### src/hw/frame_err_regs.vh
// register map, field positions and codes of the framing error inserter
`ifndef FRAME_ERR_REGS_VH
`define FRAME_ERR_REGS_VH

// register indices (byte address = index * 4)
`define IDX_SRC_SEL        10'h007
`define IDX_REF_OUT_CTL    8'h3E
`define IDX_ERR_CTL        8'h6F
`define IDX_LINK_CFG       8'hF0
`define IDX_LINK_STAT      8'hF1
`define LINK_STRIDE        10'h100

// field positions
`define SEL_A_LSB          0
`define SEL_B_LSB          3
`define HIGH_ON_LOSS_BIT   0
`define E1_MODE_BIT        0
`define LOS_STAT_BIT       0

// t1/j1 error insertion bits
`define T1_DDS_BIT         3
`define T1_CRC_BIT         2
`define T1_FS_BIT          1
`define T1_FT_BIT          0
// e1 error insertion bits
`define E1_CRC_BIT         5
`define E1_CRCMF_BIT       4
`define E1_CASMF_BIT       3
`define E1_NFAS_BIT        2
`define E1_FASALL_BIT      1
`define E1_FAS1_BIT        0

`define ERR_MASK_T1        6'h0F
`define ERR_MASK_E1        6'h3F

// reset values
`define RST_SRC_SEL        8'h00
`define RST_REF_OUT_CTL    1'b0
`define RST_ERR_CTL        6'h00
`define RST_LINK_CFG       1'b0

// stream field codes
`define FLD_NONE           4'h0
`define FLD_DDS            4'h1
`define FLD_CRC6           4'h2
`define FLD_FS             4'h3
`define FLD_FT             4'h4
`define FLD_CRC4           4'h5
`define FLD_CRCMF          4'h6
`define FLD_CASMF          4'h7
`define FLD_NFAS           4'h8
`define FLD_FAS            4'h9

// bus responses
`define RESP_OKAY          2'h0
`define RESP_SLVERR        2'h2

`endif

### src/hw/framing_error_insertion.v
// four-link framing error inserter with reference clock outputs and register slave
//
// Chosen here: register access over AXI4-Lite.
`timescale 1ns/1ns
`default_nettype none
`include "frame_err_regs.vh"

module framing_error_insertion (
    // clock, reset, enable
    input  wire        aclk,
    input  wire        aresetn,
    input  wire        ce,
    // write address
    input  wire [11:0] awaddr,
    input  wire [2:0]  awprot,
    input  wire        awvalid,
    output reg         awready,
    // write data
    input  wire [31:0] wdata,
    input  wire [3:0]  wstrb,
    input  wire        wvalid,
    output reg         wready,
    // write response
    output reg  [1:0]  bresp,
    output reg         bvalid,
    input  wire        bready,
    // read address
    input  wire [11:0] araddr,
    input  wire [2:0]  arprot,
    input  wire        arvalid,
    output reg         arready,
    // read data
    output reg  [31:0] rdata,
    output reg  [1:0]  rresp,
    output reg         rvalid,
    input  wire        rready,
    // line pins
    input  wire [3:0]  los_pin,
    input  wire [3:0]  line_clock_pin,
    input  wire        mclk_pin,
    // reference clock outputs
    output reg         reference_clock_out_a,
    output reg         reference_clock_out_b,
    // transmit streams, one bit per link
    input  wire [3:0]  tx_bit_in,
    input  wire [3:0]  tx_bit_valid,
    input  wire [15:0] tx_field,
    input  wire [3:0]  tx_field_first,
    input  wire [3:0]  tx_field_last,
    output wire [3:0]  tx_bit_out,
    output wire [3:0]  tx_bit_out_valid
);

    // ==========================================
    // address decode: {hit, kind[2:0], link[1:0]}
    localparam [2:0] K_SRC  = 3'h0;
    localparam [2:0] K_REF  = 3'h1;
    localparam [2:0] K_ERR  = 3'h2;
    localparam [2:0] K_CFG  = 3'h3;
    localparam [2:0] K_STAT = 3'h4;

    function [5:0] reg_decode;
        input [11:0] a;
        reg   [9:0]  idx;
        begin
            idx = a[11:2];
            if (a[1:0] != 2'h0)
                reg_decode = 6'h00;
            else if (idx == `IDX_SRC_SEL)
                reg_decode = {1'b1, K_SRC, 2'h0};
            else if (idx[7:0] == `IDX_REF_OUT_CTL)
                reg_decode = {1'b1, K_REF, idx[9:8]};
            else if (idx[7:0] == `IDX_ERR_CTL)
                reg_decode = {1'b1, K_ERR, idx[9:8]};
            else if (idx[7:0] == `IDX_LINK_CFG)
                reg_decode = {1'b1, K_CFG, idx[9:8]};
            else if (idx[7:0] == `IDX_LINK_STAT)
                reg_decode = {1'b1, K_STAT, idx[9:8]};
            else
                reg_decode = 6'h00;
        end
    endfunction

    // ==========================================
    // registers
    reg  [1:0]  sel_a;
    reg  [1:0]  sel_b;
    reg  [3:0]  ref_out_high_on_signal_loss;
    reg  [3:0]  e1_mode;
    reg  [23:0] err_ctl;
    wire [23:0] done;

    // pin synchronisers
    reg  [8:0]  pin_s1;
    reg  [8:0]  pin_s2;
    reg  [8:0]  pin_s3;
    reg  [8:0]  pin_f;
    wire [3:0]  los_f   = pin_f[3:0];
    wire [3:0]  lclk_f  = pin_f[7:4];
    wire        mclk_f  = pin_f[8];

    // write channel
    reg         aw_held;
    reg         w_held;
    reg  [11:0] aw_addr_q;
    reg  [31:0] w_data_q;
    reg  [3:0]  w_strb_q;
    reg         next_aw_held;
    reg         next_w_held;
    reg         next_bvalid;
    reg         next_rvalid;
    wire        do_write = aw_held & w_held & ~bvalid;
    wire [5:0]  wdec     = reg_decode(aw_addr_q);
    wire        wlane    = w_strb_q[0];
    wire [5:0]  rdec     = reg_decode(araddr);

    always @* begin
        next_aw_held = do_write ? 1'b0 : (aw_held | (awvalid & awready));
        next_w_held  = do_write ? 1'b0 : (w_held | (wvalid & wready));
        next_bvalid  = do_write ? 1'b1 : (bvalid & ~bready);
        next_rvalid  = (arvalid & arready) | (rvalid & ~rready);
    end

    // ==========================================
    // bus handshake
    always @(posedge aclk) begin
        if (!aresetn) begin
            aw_held   <= 1'b0;
            w_held    <= 1'b0;
            aw_addr_q <= 12'h000;
            w_data_q  <= 32'h00000000;
            w_strb_q  <= 4'h0;
            awready   <= 1'b0;
            wready    <= 1'b0;
            bvalid    <= 1'b0;
            bresp     <= `RESP_OKAY;
            arready   <= 1'b0;
            rvalid    <= 1'b0;
            rresp     <= `RESP_OKAY;
            rdata     <= 32'h00000000;
        end else if (ce) begin
            aw_held <= next_aw_held;
            w_held  <= next_w_held;
            bvalid  <= next_bvalid;
            rvalid  <= next_rvalid;
            awready <= ~next_aw_held & ~next_bvalid;
            wready  <= ~next_w_held & ~next_bvalid;
            arready <= ~next_rvalid;
            if (awvalid & awready)
                aw_addr_q <= awaddr;
            if (wvalid & wready) begin
                w_data_q <= wdata;
                w_strb_q <= wstrb;
            end
            if (do_write)
                bresp <= wdec[5] ? `RESP_OKAY : `RESP_SLVERR;
            if (arvalid & arready) begin
                rresp <= rdec[5] ? `RESP_OKAY : `RESP_SLVERR;
                rdata <= 32'h00000000;
                case (rdec[4:2])
                    K_SRC:   rdata[7:0] <= rdec[5] ? {3'h0, sel_b, 1'b0, sel_a} : 8'h00;
                    K_REF:   rdata[0]   <= rdec[5] & ref_out_high_on_signal_loss[rdec[1:0]];
                    K_ERR:   rdata[5:0] <= rdec[5] ? err_ctl[rdec[1:0]*6 +: 6] : 6'h00;
                    K_CFG:   rdata[0]   <= rdec[5] & e1_mode[rdec[1:0]];
                    K_STAT:  rdata[0]   <= rdec[5] & los_f[rdec[1:0]];
                    default: rdata      <= 32'h00000000;
                endcase
            end
        end
    end

    // ==========================================
    // register writes and self-clearing control bits
    // source select, shared by both reference outputs
    always @(posedge aclk) begin
        if (!aresetn) begin
            sel_a <= 2'h0;
            sel_b <= 2'h0;
        end else if (ce) begin
            if (do_write && wlane && wdec[5] && wdec[4:2] == K_SRC) begin
                sel_a <= w_data_q[`SEL_A_LSB +: 2];
                sel_b <= w_data_q[`SEL_B_LSB +: 2];
            end
        end
    end

    // per-link control registers
    genvar m;
    generate
        for (m = 0; m < 4; m = m + 1) begin : g_ctl
            localparam [1:0] LINK = m;
            wire       sel  = do_write && wlane && wdec[5] && (wdec[1:0] == LINK);
            wire [5:0] cur  = err_ctl[m*6 +: 6];
            wire [5:0] fin  = done[m*6 +: 6];
            wire [5:0] mask = e1_mode[m] ? `ERR_MASK_E1 : `ERR_MASK_T1;
            wire       swap = sel && (wdec[4:2] == K_CFG)
                              && (w_data_q[`E1_MODE_BIT] != e1_mode[m]);
            // a one arms only where the bit is clear or clears now
            wire [5:0] setb = (sel && wdec[4:2] == K_ERR)
                              ? (w_data_q[5:0] & mask & (~cur | fin)) : 6'h00;

            always @(posedge aclk) begin
                if (!aresetn) begin
                    ref_out_high_on_signal_loss[m] <= `RST_REF_OUT_CTL;
                    e1_mode[m]                     <= `RST_LINK_CFG;
                    err_ctl[m*6 +: 6]              <= `RST_ERR_CTL;
                end else if (ce) begin
                    if (sel && wdec[4:2] == K_REF)
                        ref_out_high_on_signal_loss[m] <= w_data_q[`HIGH_ON_LOSS_BIT];
                    if (swap) begin
                        // mode change drops whatever was pending
                        e1_mode[m]        <= w_data_q[`E1_MODE_BIT];
                        err_ctl[m*6 +: 6] <= 6'h00;
                    end else begin
                        // clear on completion; a new set in the same cycle wins
                        err_ctl[m*6 +: 6] <= (cur & ~fin) | setb;
                    end
                end
            end
        end
    endgenerate

    // ==========================================
    // pin synchronisers, change accepted once stages two and three agree
    always @(posedge aclk) begin
        if (!aresetn) begin
            pin_s1 <= 9'h000;
            pin_s2 <= 9'h000;
            pin_s3 <= 9'h000;
            pin_f  <= 9'h000;
        end else if (ce) begin
            pin_s1 <= {mclk_pin, line_clock_pin, los_pin};
            pin_s2 <= pin_s1;
            pin_s3 <= pin_s2;
            pin_f  <= (pin_s3 & ~(pin_s2 ^ pin_s3)) | (pin_f & (pin_s2 ^ pin_s3));
        end
    end

    // ==========================================
    // reference clock outputs
    // lost link gives the master clock or a steady high
    function ref_pick;
        input [3:0] lost;
        input [3:0] high;
        input [3:0] line;
        input       master;
        input [1:0] s;
        begin
            if (lost[s])
                ref_pick = high[s] ? 1'b1 : master;
            else
                ref_pick = line[s];
        end
    endfunction

    always @(posedge aclk) begin
        if (!aresetn) begin
            reference_clock_out_a <= 1'b0;
            reference_clock_out_b <= 1'b0;
        end else if (ce) begin
            reference_clock_out_a <= ref_pick(los_f, ref_out_high_on_signal_loss, lclk_f,
                                              mclk_f, sel_a);
            reference_clock_out_b <= ref_pick(los_f, ref_out_high_on_signal_loss, lclk_f,
                                              mclk_f, sel_b);
        end
    end

    // ==========================================
    // per-link corruptors
    genvar g;
    generate
        for (g = 0; g < 4; g = g + 1) begin : g_link
            alignment_corruptor u_corrupt (
                .aclk          (aclk),
                .aresetn       (aresetn),
                .ce            (ce),
                .e1_mode       (e1_mode[g]),
                .pending       (err_ctl[g*6 +: 6]),
                .done          (done[g*6 +: 6]),
                .bit_in        (tx_bit_in[g]),
                .bit_valid     (tx_bit_valid[g]),
                .field         (tx_field[g*4 +: 4]),
                .field_first   (tx_field_first[g]),
                .field_last    (tx_field_last[g]),
                .bit_out       (tx_bit_out[g]),
                .bit_out_valid (tx_bit_out_valid[g])
            );
        end
    endgenerate

endmodule
`default_nettype wire

### src/hw/alignment_corruptor.v
// one-shot corruption of framing patterns in one link's transmit bit stream
`timescale 1ns/1ns
`default_nettype none
`include "frame_err_regs.vh"

module alignment_corruptor (
    // clock and reset
    input  wire       aclk,
    input  wire       aresetn,
    input  wire       ce,
    // control
    input  wire       e1_mode,
    input  wire [5:0] pending,
    output wire [5:0] done,
    // stream in
    input  wire       bit_in,
    input  wire       bit_valid,
    input  wire [3:0] field,
    input  wire       field_first,
    input  wire       field_last,
    // stream out
    output reg        bit_out,
    output reg        bit_out_valid
);

    // ==========================================
    // bit to field mapping
    function [3:0] target;
        input       e1;
        input [2:0] j;
        begin
            if (e1) begin
                case (j)
                    `E1_CRC_BIT:    target = `FLD_CRC4;
                    `E1_CRCMF_BIT:  target = `FLD_CRCMF;
                    `E1_CASMF_BIT:  target = `FLD_CASMF;
                    `E1_NFAS_BIT:   target = `FLD_NFAS;
                    default:        target = `FLD_FAS;
                endcase
            end else begin
                case (j)
                    `T1_DDS_BIT:    target = `FLD_DDS;
                    `T1_CRC_BIT:    target = `FLD_CRC6;
                    `T1_FS_BIT:     target = `FLD_FS;
                    `T1_FT_BIT:     target = `FLD_FT;
                    default:        target = `FLD_NONE;
                endcase
            end
        end
    endfunction

    // single-bit targets stop after the first bit of the pattern
    function single;
        input       e1;
        input [2:0] j;
        begin
            if (e1)
                single = (j == `E1_NFAS_BIT) || (j == `E1_FAS1_BIT);
            else
                single = (j == `T1_FS_BIT) || (j == `T1_FT_BIT);
        end
    endfunction

    reg  [5:0] active;
    wire [5:0] flip;
    wire [5:0] start;
    wire [5:0] hit;

    // ==========================================
    // per control bit tracking
    genvar j;
    generate
        for (j = 0; j < 6; j = j + 1) begin : g_bit
            localparam [2:0] POS = j;
            wire one = single(e1_mode, POS);
            assign hit[j]   = bit_valid && (field == target(e1_mode, POS))
                              && (target(e1_mode, POS) != `FLD_NONE);
            // only the first bit of an occurrence may start it
            assign start[j] = hit[j] & field_first & pending[j] & ~active[j];
            assign flip[j]  = start[j] | (hit[j] & active[j]);
            assign done[j]  = (start[j] & (one | field_last))
                              | (hit[j] & active[j] & field_last);

            always @(posedge aclk) begin
                if (!aresetn) begin
                    active[j] <= 1'b0;
                end else if (ce) begin
                    active[j] <= (active[j] | (start[j] & ~one)) & ~done[j];
                end
            end
        end
    endgenerate

    // ==========================================
    // output stage
    always @(posedge aclk) begin
        if (!aresetn) begin
            bit_out       <= 1'b0;
            bit_out_valid <= 1'b0;
        end else if (ce) begin
            bit_out       <= bit_in ^ (|flip);
            bit_out_valid <= bit_valid;
        end
    end

endmodule
`default_nettype wire

### config.mk
export PLATFORM = sky130hd
export DESIGN_NAME = framing_error_insertion
export DESIGN_NICKNAME = d
export VERILOG_FILES = /design/src/hw/framing_error_insertion.v /design/src/hw/alignment_corruptor.v
export VERILOG_INCLUDE_DIRS = /design/src /design/src/hw
export SDC_FILE = /design/constraint.sdc
export NUM_CORES = 1
export LEC_CHECK = 0
export ABC_AREA = 1
export BUFFER_PORTS_ARGS = -buffer_cell sky130_fd_sc_hd__buf_4
export CELL_PAD_IN_SITES_DETAIL_PLACEMENT = 0
export CELL_PAD_IN_SITES_GLOBAL_PLACEMENT = 1
export CORE_UTILIZATION = 40
export CTS_BUF_LIST = sky130_fd_sc_hd__clkbuf_8
export CTS_CLUSTER_DIAMETER = 50
export DETAILED_ROUTE_END_ITERATION = 12
export HOLD_SLACK_MARGIN = 0.1
export MAX_ROUTING_LAYER = met4
export PLACE_DENSITY = 0.92
export RECOVER_POWER = 50
export SETUP_SLACK_MARGIN = 0.4
export SYNTH_ARGS = -nofsm -noshare
export SYNTH_HDL_FRONTEND = slang
export SYNTH_SLANG_ARGS = --single-unit
### constraint.sdc
create_clock -name aclk -period 3.6 [get_ports aclk]
set_input_delay 0.72 -clock aclk [delete_from_list [all_inputs] [get_ports aclk]]
set_output_delay 0.72 -clock aclk [all_outputs]
set_load 0.01 [all_outputs]
==> results.yml <==
status:
  status: "finished with violations"
  failed_checks: "max-capacitance violations, max-slew violations"
worst_setup_path:
  worst-endpoint-arrival_ns: 3.28
  cp_buf_inv_count: 5
  r2r-start: "e1_mode[1]"
  worst-setup-path-type: "in -> reg"
  critPathMostFrequentCell: "sky130_fd_sc_hd__clkbuf_1"
  critPathTopFamily: "buffers and inverters"
  category_of_the_worst_setup_path_capture_point: "register"
  crit_path_max_fanout: 44
  worstPathCellList: "clkbuf_1, clkinv_1, clkbuf_2, clkbuf_1, nor3_1, o221ai_1, inv_1"
  critical_path.reg2reg.endpoint: "g_ctl[1].cur[5]"
  timing.critical_path.slowest_stage_cell: "sky130_fd_sc_hd__clkbuf_1"
  r2r_slack_ns: 1.11
  worst_path_largest_cell_delay_ns: 0.75
  worst-endpoint-required_ns: 4.01
  worst_setup_path_start_kind: "primary input"
  r2r_cell_count: 10
synth:
  netlist_instances: 1284
  synth_ff_type: "sky130_fd_sc_hd__dfxtp_1"
  post_synthesis_sequential_area_ratio: 0.339
  yosysTopAreaCell: "sky130_fd_sc_hd__dfxtp_1"
  postSynthRegisterBits: 140
  post-synth-top-count-cell: "sky130_fd_sc_hd__nand2_1"
  synth-warning-count: 0
  ys_top_cells_by_area: "sky130_fd_sc_hd__dfxtp_1 (34%), sky130_fd_sc_hd__nand2_1 (13%), sky130_fd_sc_hd__nor2_1 (7.5%)"
  async_reset_ff_frac: 0
  netlist.area_leader.share: 0.339
  post_synth_instance_area_um2: 8270
  synthDistinctLibCells: 50
  synth_edf_count: 0
  avgSynthCellArea_um2: 6.44
  synth.top_cells.by_count: "sky130_fd_sc_hd__nand2_1 (283), sky130_fd_sc_hd__nor2_1 (166), sky130_fd_sc_hd__inv_1 (144)"
cts:
  cts_num_sinks: 140
  clock_slew_seen_by_the_registers_of_the_worst_setup_and_hold_paths_ns: 0.09
  cts.root.buffer_cell: "sky130_fd_sc_hd__clkbuf_8"
  clk_latency_ns: 0.46
  cts_post_setup_buffers_inserted: 0
  cts-buffers-inserted: 17
  cts-root-to-sink-buffers: 2
  number_of_h_tree_levels: 4
  cts-hold-fix-buffers: 0
  cts.repair.resized: 0
  tritoncts: "yes"
detailed_routing:
  totalWireLength_um: 21800
  dr_total_vias: 8245
  viasPerCell: 5.04
  drc: 0
  routed_wire_length_per_instance_um: 13.3
  detail_route.iter0.violations: 578
  antenna_violating_nets_post_route: 0
  firstDrtPassIters: 4
worst_hold_path:
  min-delay-path-class: "reg -> reg"
  whs_endpoint: "w_strb_q[0]"
  timing.hold.worst_path_depth: 2
  holdCritStartpoint: "w_strb_q[0]"
die:
  floorplan.initialDensity: 0.409
  fp.dieArea_um2: 21300
  area_of_the_core_um2: 20200
  fp.dieW_um: 146
  placement_rows: 52
  io_pins: 166
  dieHeight_um: 146
grt:
  global_router_s_overall_resource_usage: 0.214
  grt_first_pass_wirelength_um: 35800
  first_global_vias: 7293
  grt_start_max_net_pins: 69
  grt.overflow.total: 0
  antenna_violations_before_repair: 0
final_layout:
  final_cell_area_um2: 9370
  num-nets-final: 1467
  fillcell_total: 2141
  area_grow_syn2layout_pct: 13.3
  n_antenna_cell: 0
  post_route_cells_drive_above_1_share: 0.127
  finish.cell_count_without_fillers: 1635
timing:
  period_share: 0.797
  slew_viol_final: 39
  timing.fmax_mhz: 348
  finalClockSkew_ns: 0.0143
  max_slew.worst_pin.slew_ns: 1.59
  setup_viol_count_final: 0
  max_slew_margin: -0.0572
  setup_tns_ns: 0
  finalCriticalPeriod_ns: 2.87
  grt_setup_unrepaired: "false"
  final_hold_viol_count: 0
place:
  detailedPlacementHpwl_um: 15600
  dpl_cell_area_um2: 9020
  place.port_buffers: 102
  routabilityCongestion: 0.895
  placedCellCount: 1603
flow_run:
  max_cap_violations: 1
power:
  power_mw: 3.35
  worst_ir_drop_vdd_mv: 0.222
  cellLeakagePower_nw: 3.94
  cell_pwr_density_nw_per_um2: 358
cell usage in the layout (no fill, tap or decap), types with 22 or more instances in the layout:
master	netlist	layout
sky130_fd_sc_hd__a21oi_1	93	93
sky130_fd_sc_hd__a21oi_2	24	24
sky130_fd_sc_hd__buf_4	36	83
sky130_fd_sc_hd__clkbuf_1	32	24
sky130_fd_sc_hd__conb_1	1	28
sky130_fd_sc_hd__dfxtp_1	140	140
sky130_fd_sc_hd__inv_1	144	143
sky130_fd_sc_hd__nand2_1	283	283
sky130_fd_sc_hd__nand3_1	84	84
sky130_fd_sc_hd__nand4_1	22	22
sky130_fd_sc_hd__nor2_1	166	166
sky130_fd_sc_hd__o21ai_0	114	114
metrics by stage:
step,hold slack (ns),utilization,setup WS [ns]
3_5_place_dp,0.446,0.446,1.06
2_1_floorplan,0.430,-,1.53
6_report,0.457,0.463,0.729
3_3_place_gp,0.439,0.446,1.06
5_1_grt,0.455,0.463,0.496
4_1_cts,0.458,0.468,1.15
worst max-delay path by stage:
stage                               endpoint  startpoint  cells after the start
3_3_place_gp                        rdata[0]   araddr[1]                     14
5_1_grt        g_link[1].u_corrupt.active[2]          ce                      7
2_1_floorplan                       rdata[0]   araddr[9]                     14
4_1_cts                      g_ctl[1].cur[5]  e1_mode[1]                     10
6_report       g_link[1].u_corrupt.active[2]          ce                      7
3_5_place_dp                        rdata[0]   araddr[1]                     14
flip-flops by register name, indices dropped and copies added (netlist names), 2 cells and up, named ones only:
name / count
ref_out_high_on_signal_loss: 4
pin_s2: 9
rdata: 6
sel_b: 2
e1_mode: 4
w_data_q: 6
sel_a: 2
pin_s3: 9
g_link.u_corrupt.active: 24
g_link.u_corrupt.bit_out: 4
aw_addr_q: 12
g_ctl.cur: 24
pin_s1: 9
g_link.u_corrupt.bit_out_valid: 4
logic make-up after synthesis:
kind of cell,Yosys count,synth area share
flip-flops,140,0.339
buffers and inverters,236,0.128
AO/OA/AOI/OAI,280,0.195
XOR/XNOR,11,0.0116
AND/OR/NAND/NOR,616,0.325
other,1,0.000453
power breakdown:
group	switching, mW	total [mW]	internal (mW)
clock network	0.650	1.40	0.748
registers	0.0333	1.62	1.59
logic	0.207	0.329	0.122
area by class of cell:
class | instances | area [µm²] | area share
Clock buffer | 20 | 275 | 0.0294
Clock inverter | 12 | 161 | 0.0172
Inverter | 149 | 559 | 0.0597
Multi-Input combinational cell | 935 | 4510 | 0.481
Sequential cell | 140 | 2800 | 0.299
Tap cell | 270 | 338 | 0.0361
Timing Repair Buffer | 109 | 723 | 0.0772
worst reg2reg max path, stage by stage (launching register included):
cell and delay [ns]:
sky130_fd_sc_hd__dfxtp_1 0.64, sky130_fd_sc_hd__inv_1 0.32, sky130_fd_sc_hd__nand2_1 0.12, sky130_fd_sc_hd__nand3b_1 0.10, sky130_fd_sc_hd__nor4_1 0.40, sky130_fd_sc_hd__o21ai_0 0.19
sky130_fd_sc_hd__or2_2 0.32, sky130_fd_sc_hd__nand2_1 0.07, sky130_fd_sc_hd__nand2_1 0.05, sky130_fd_sc_hd__nand2_1 0.07, sky130_fd_sc_hd__a21oi_2 0.06
layer usage:
metal	vias up	GRT usage	part of all wire
met5	-	-	0
met4	0	0.0579	0.011
met3	19	0.0389	0.053
met2	214	0.325	0.44
met1	3740	0.290	0.49
li1	4272	-	-
No activity file was read; power rests on OpenSTA's default activity.
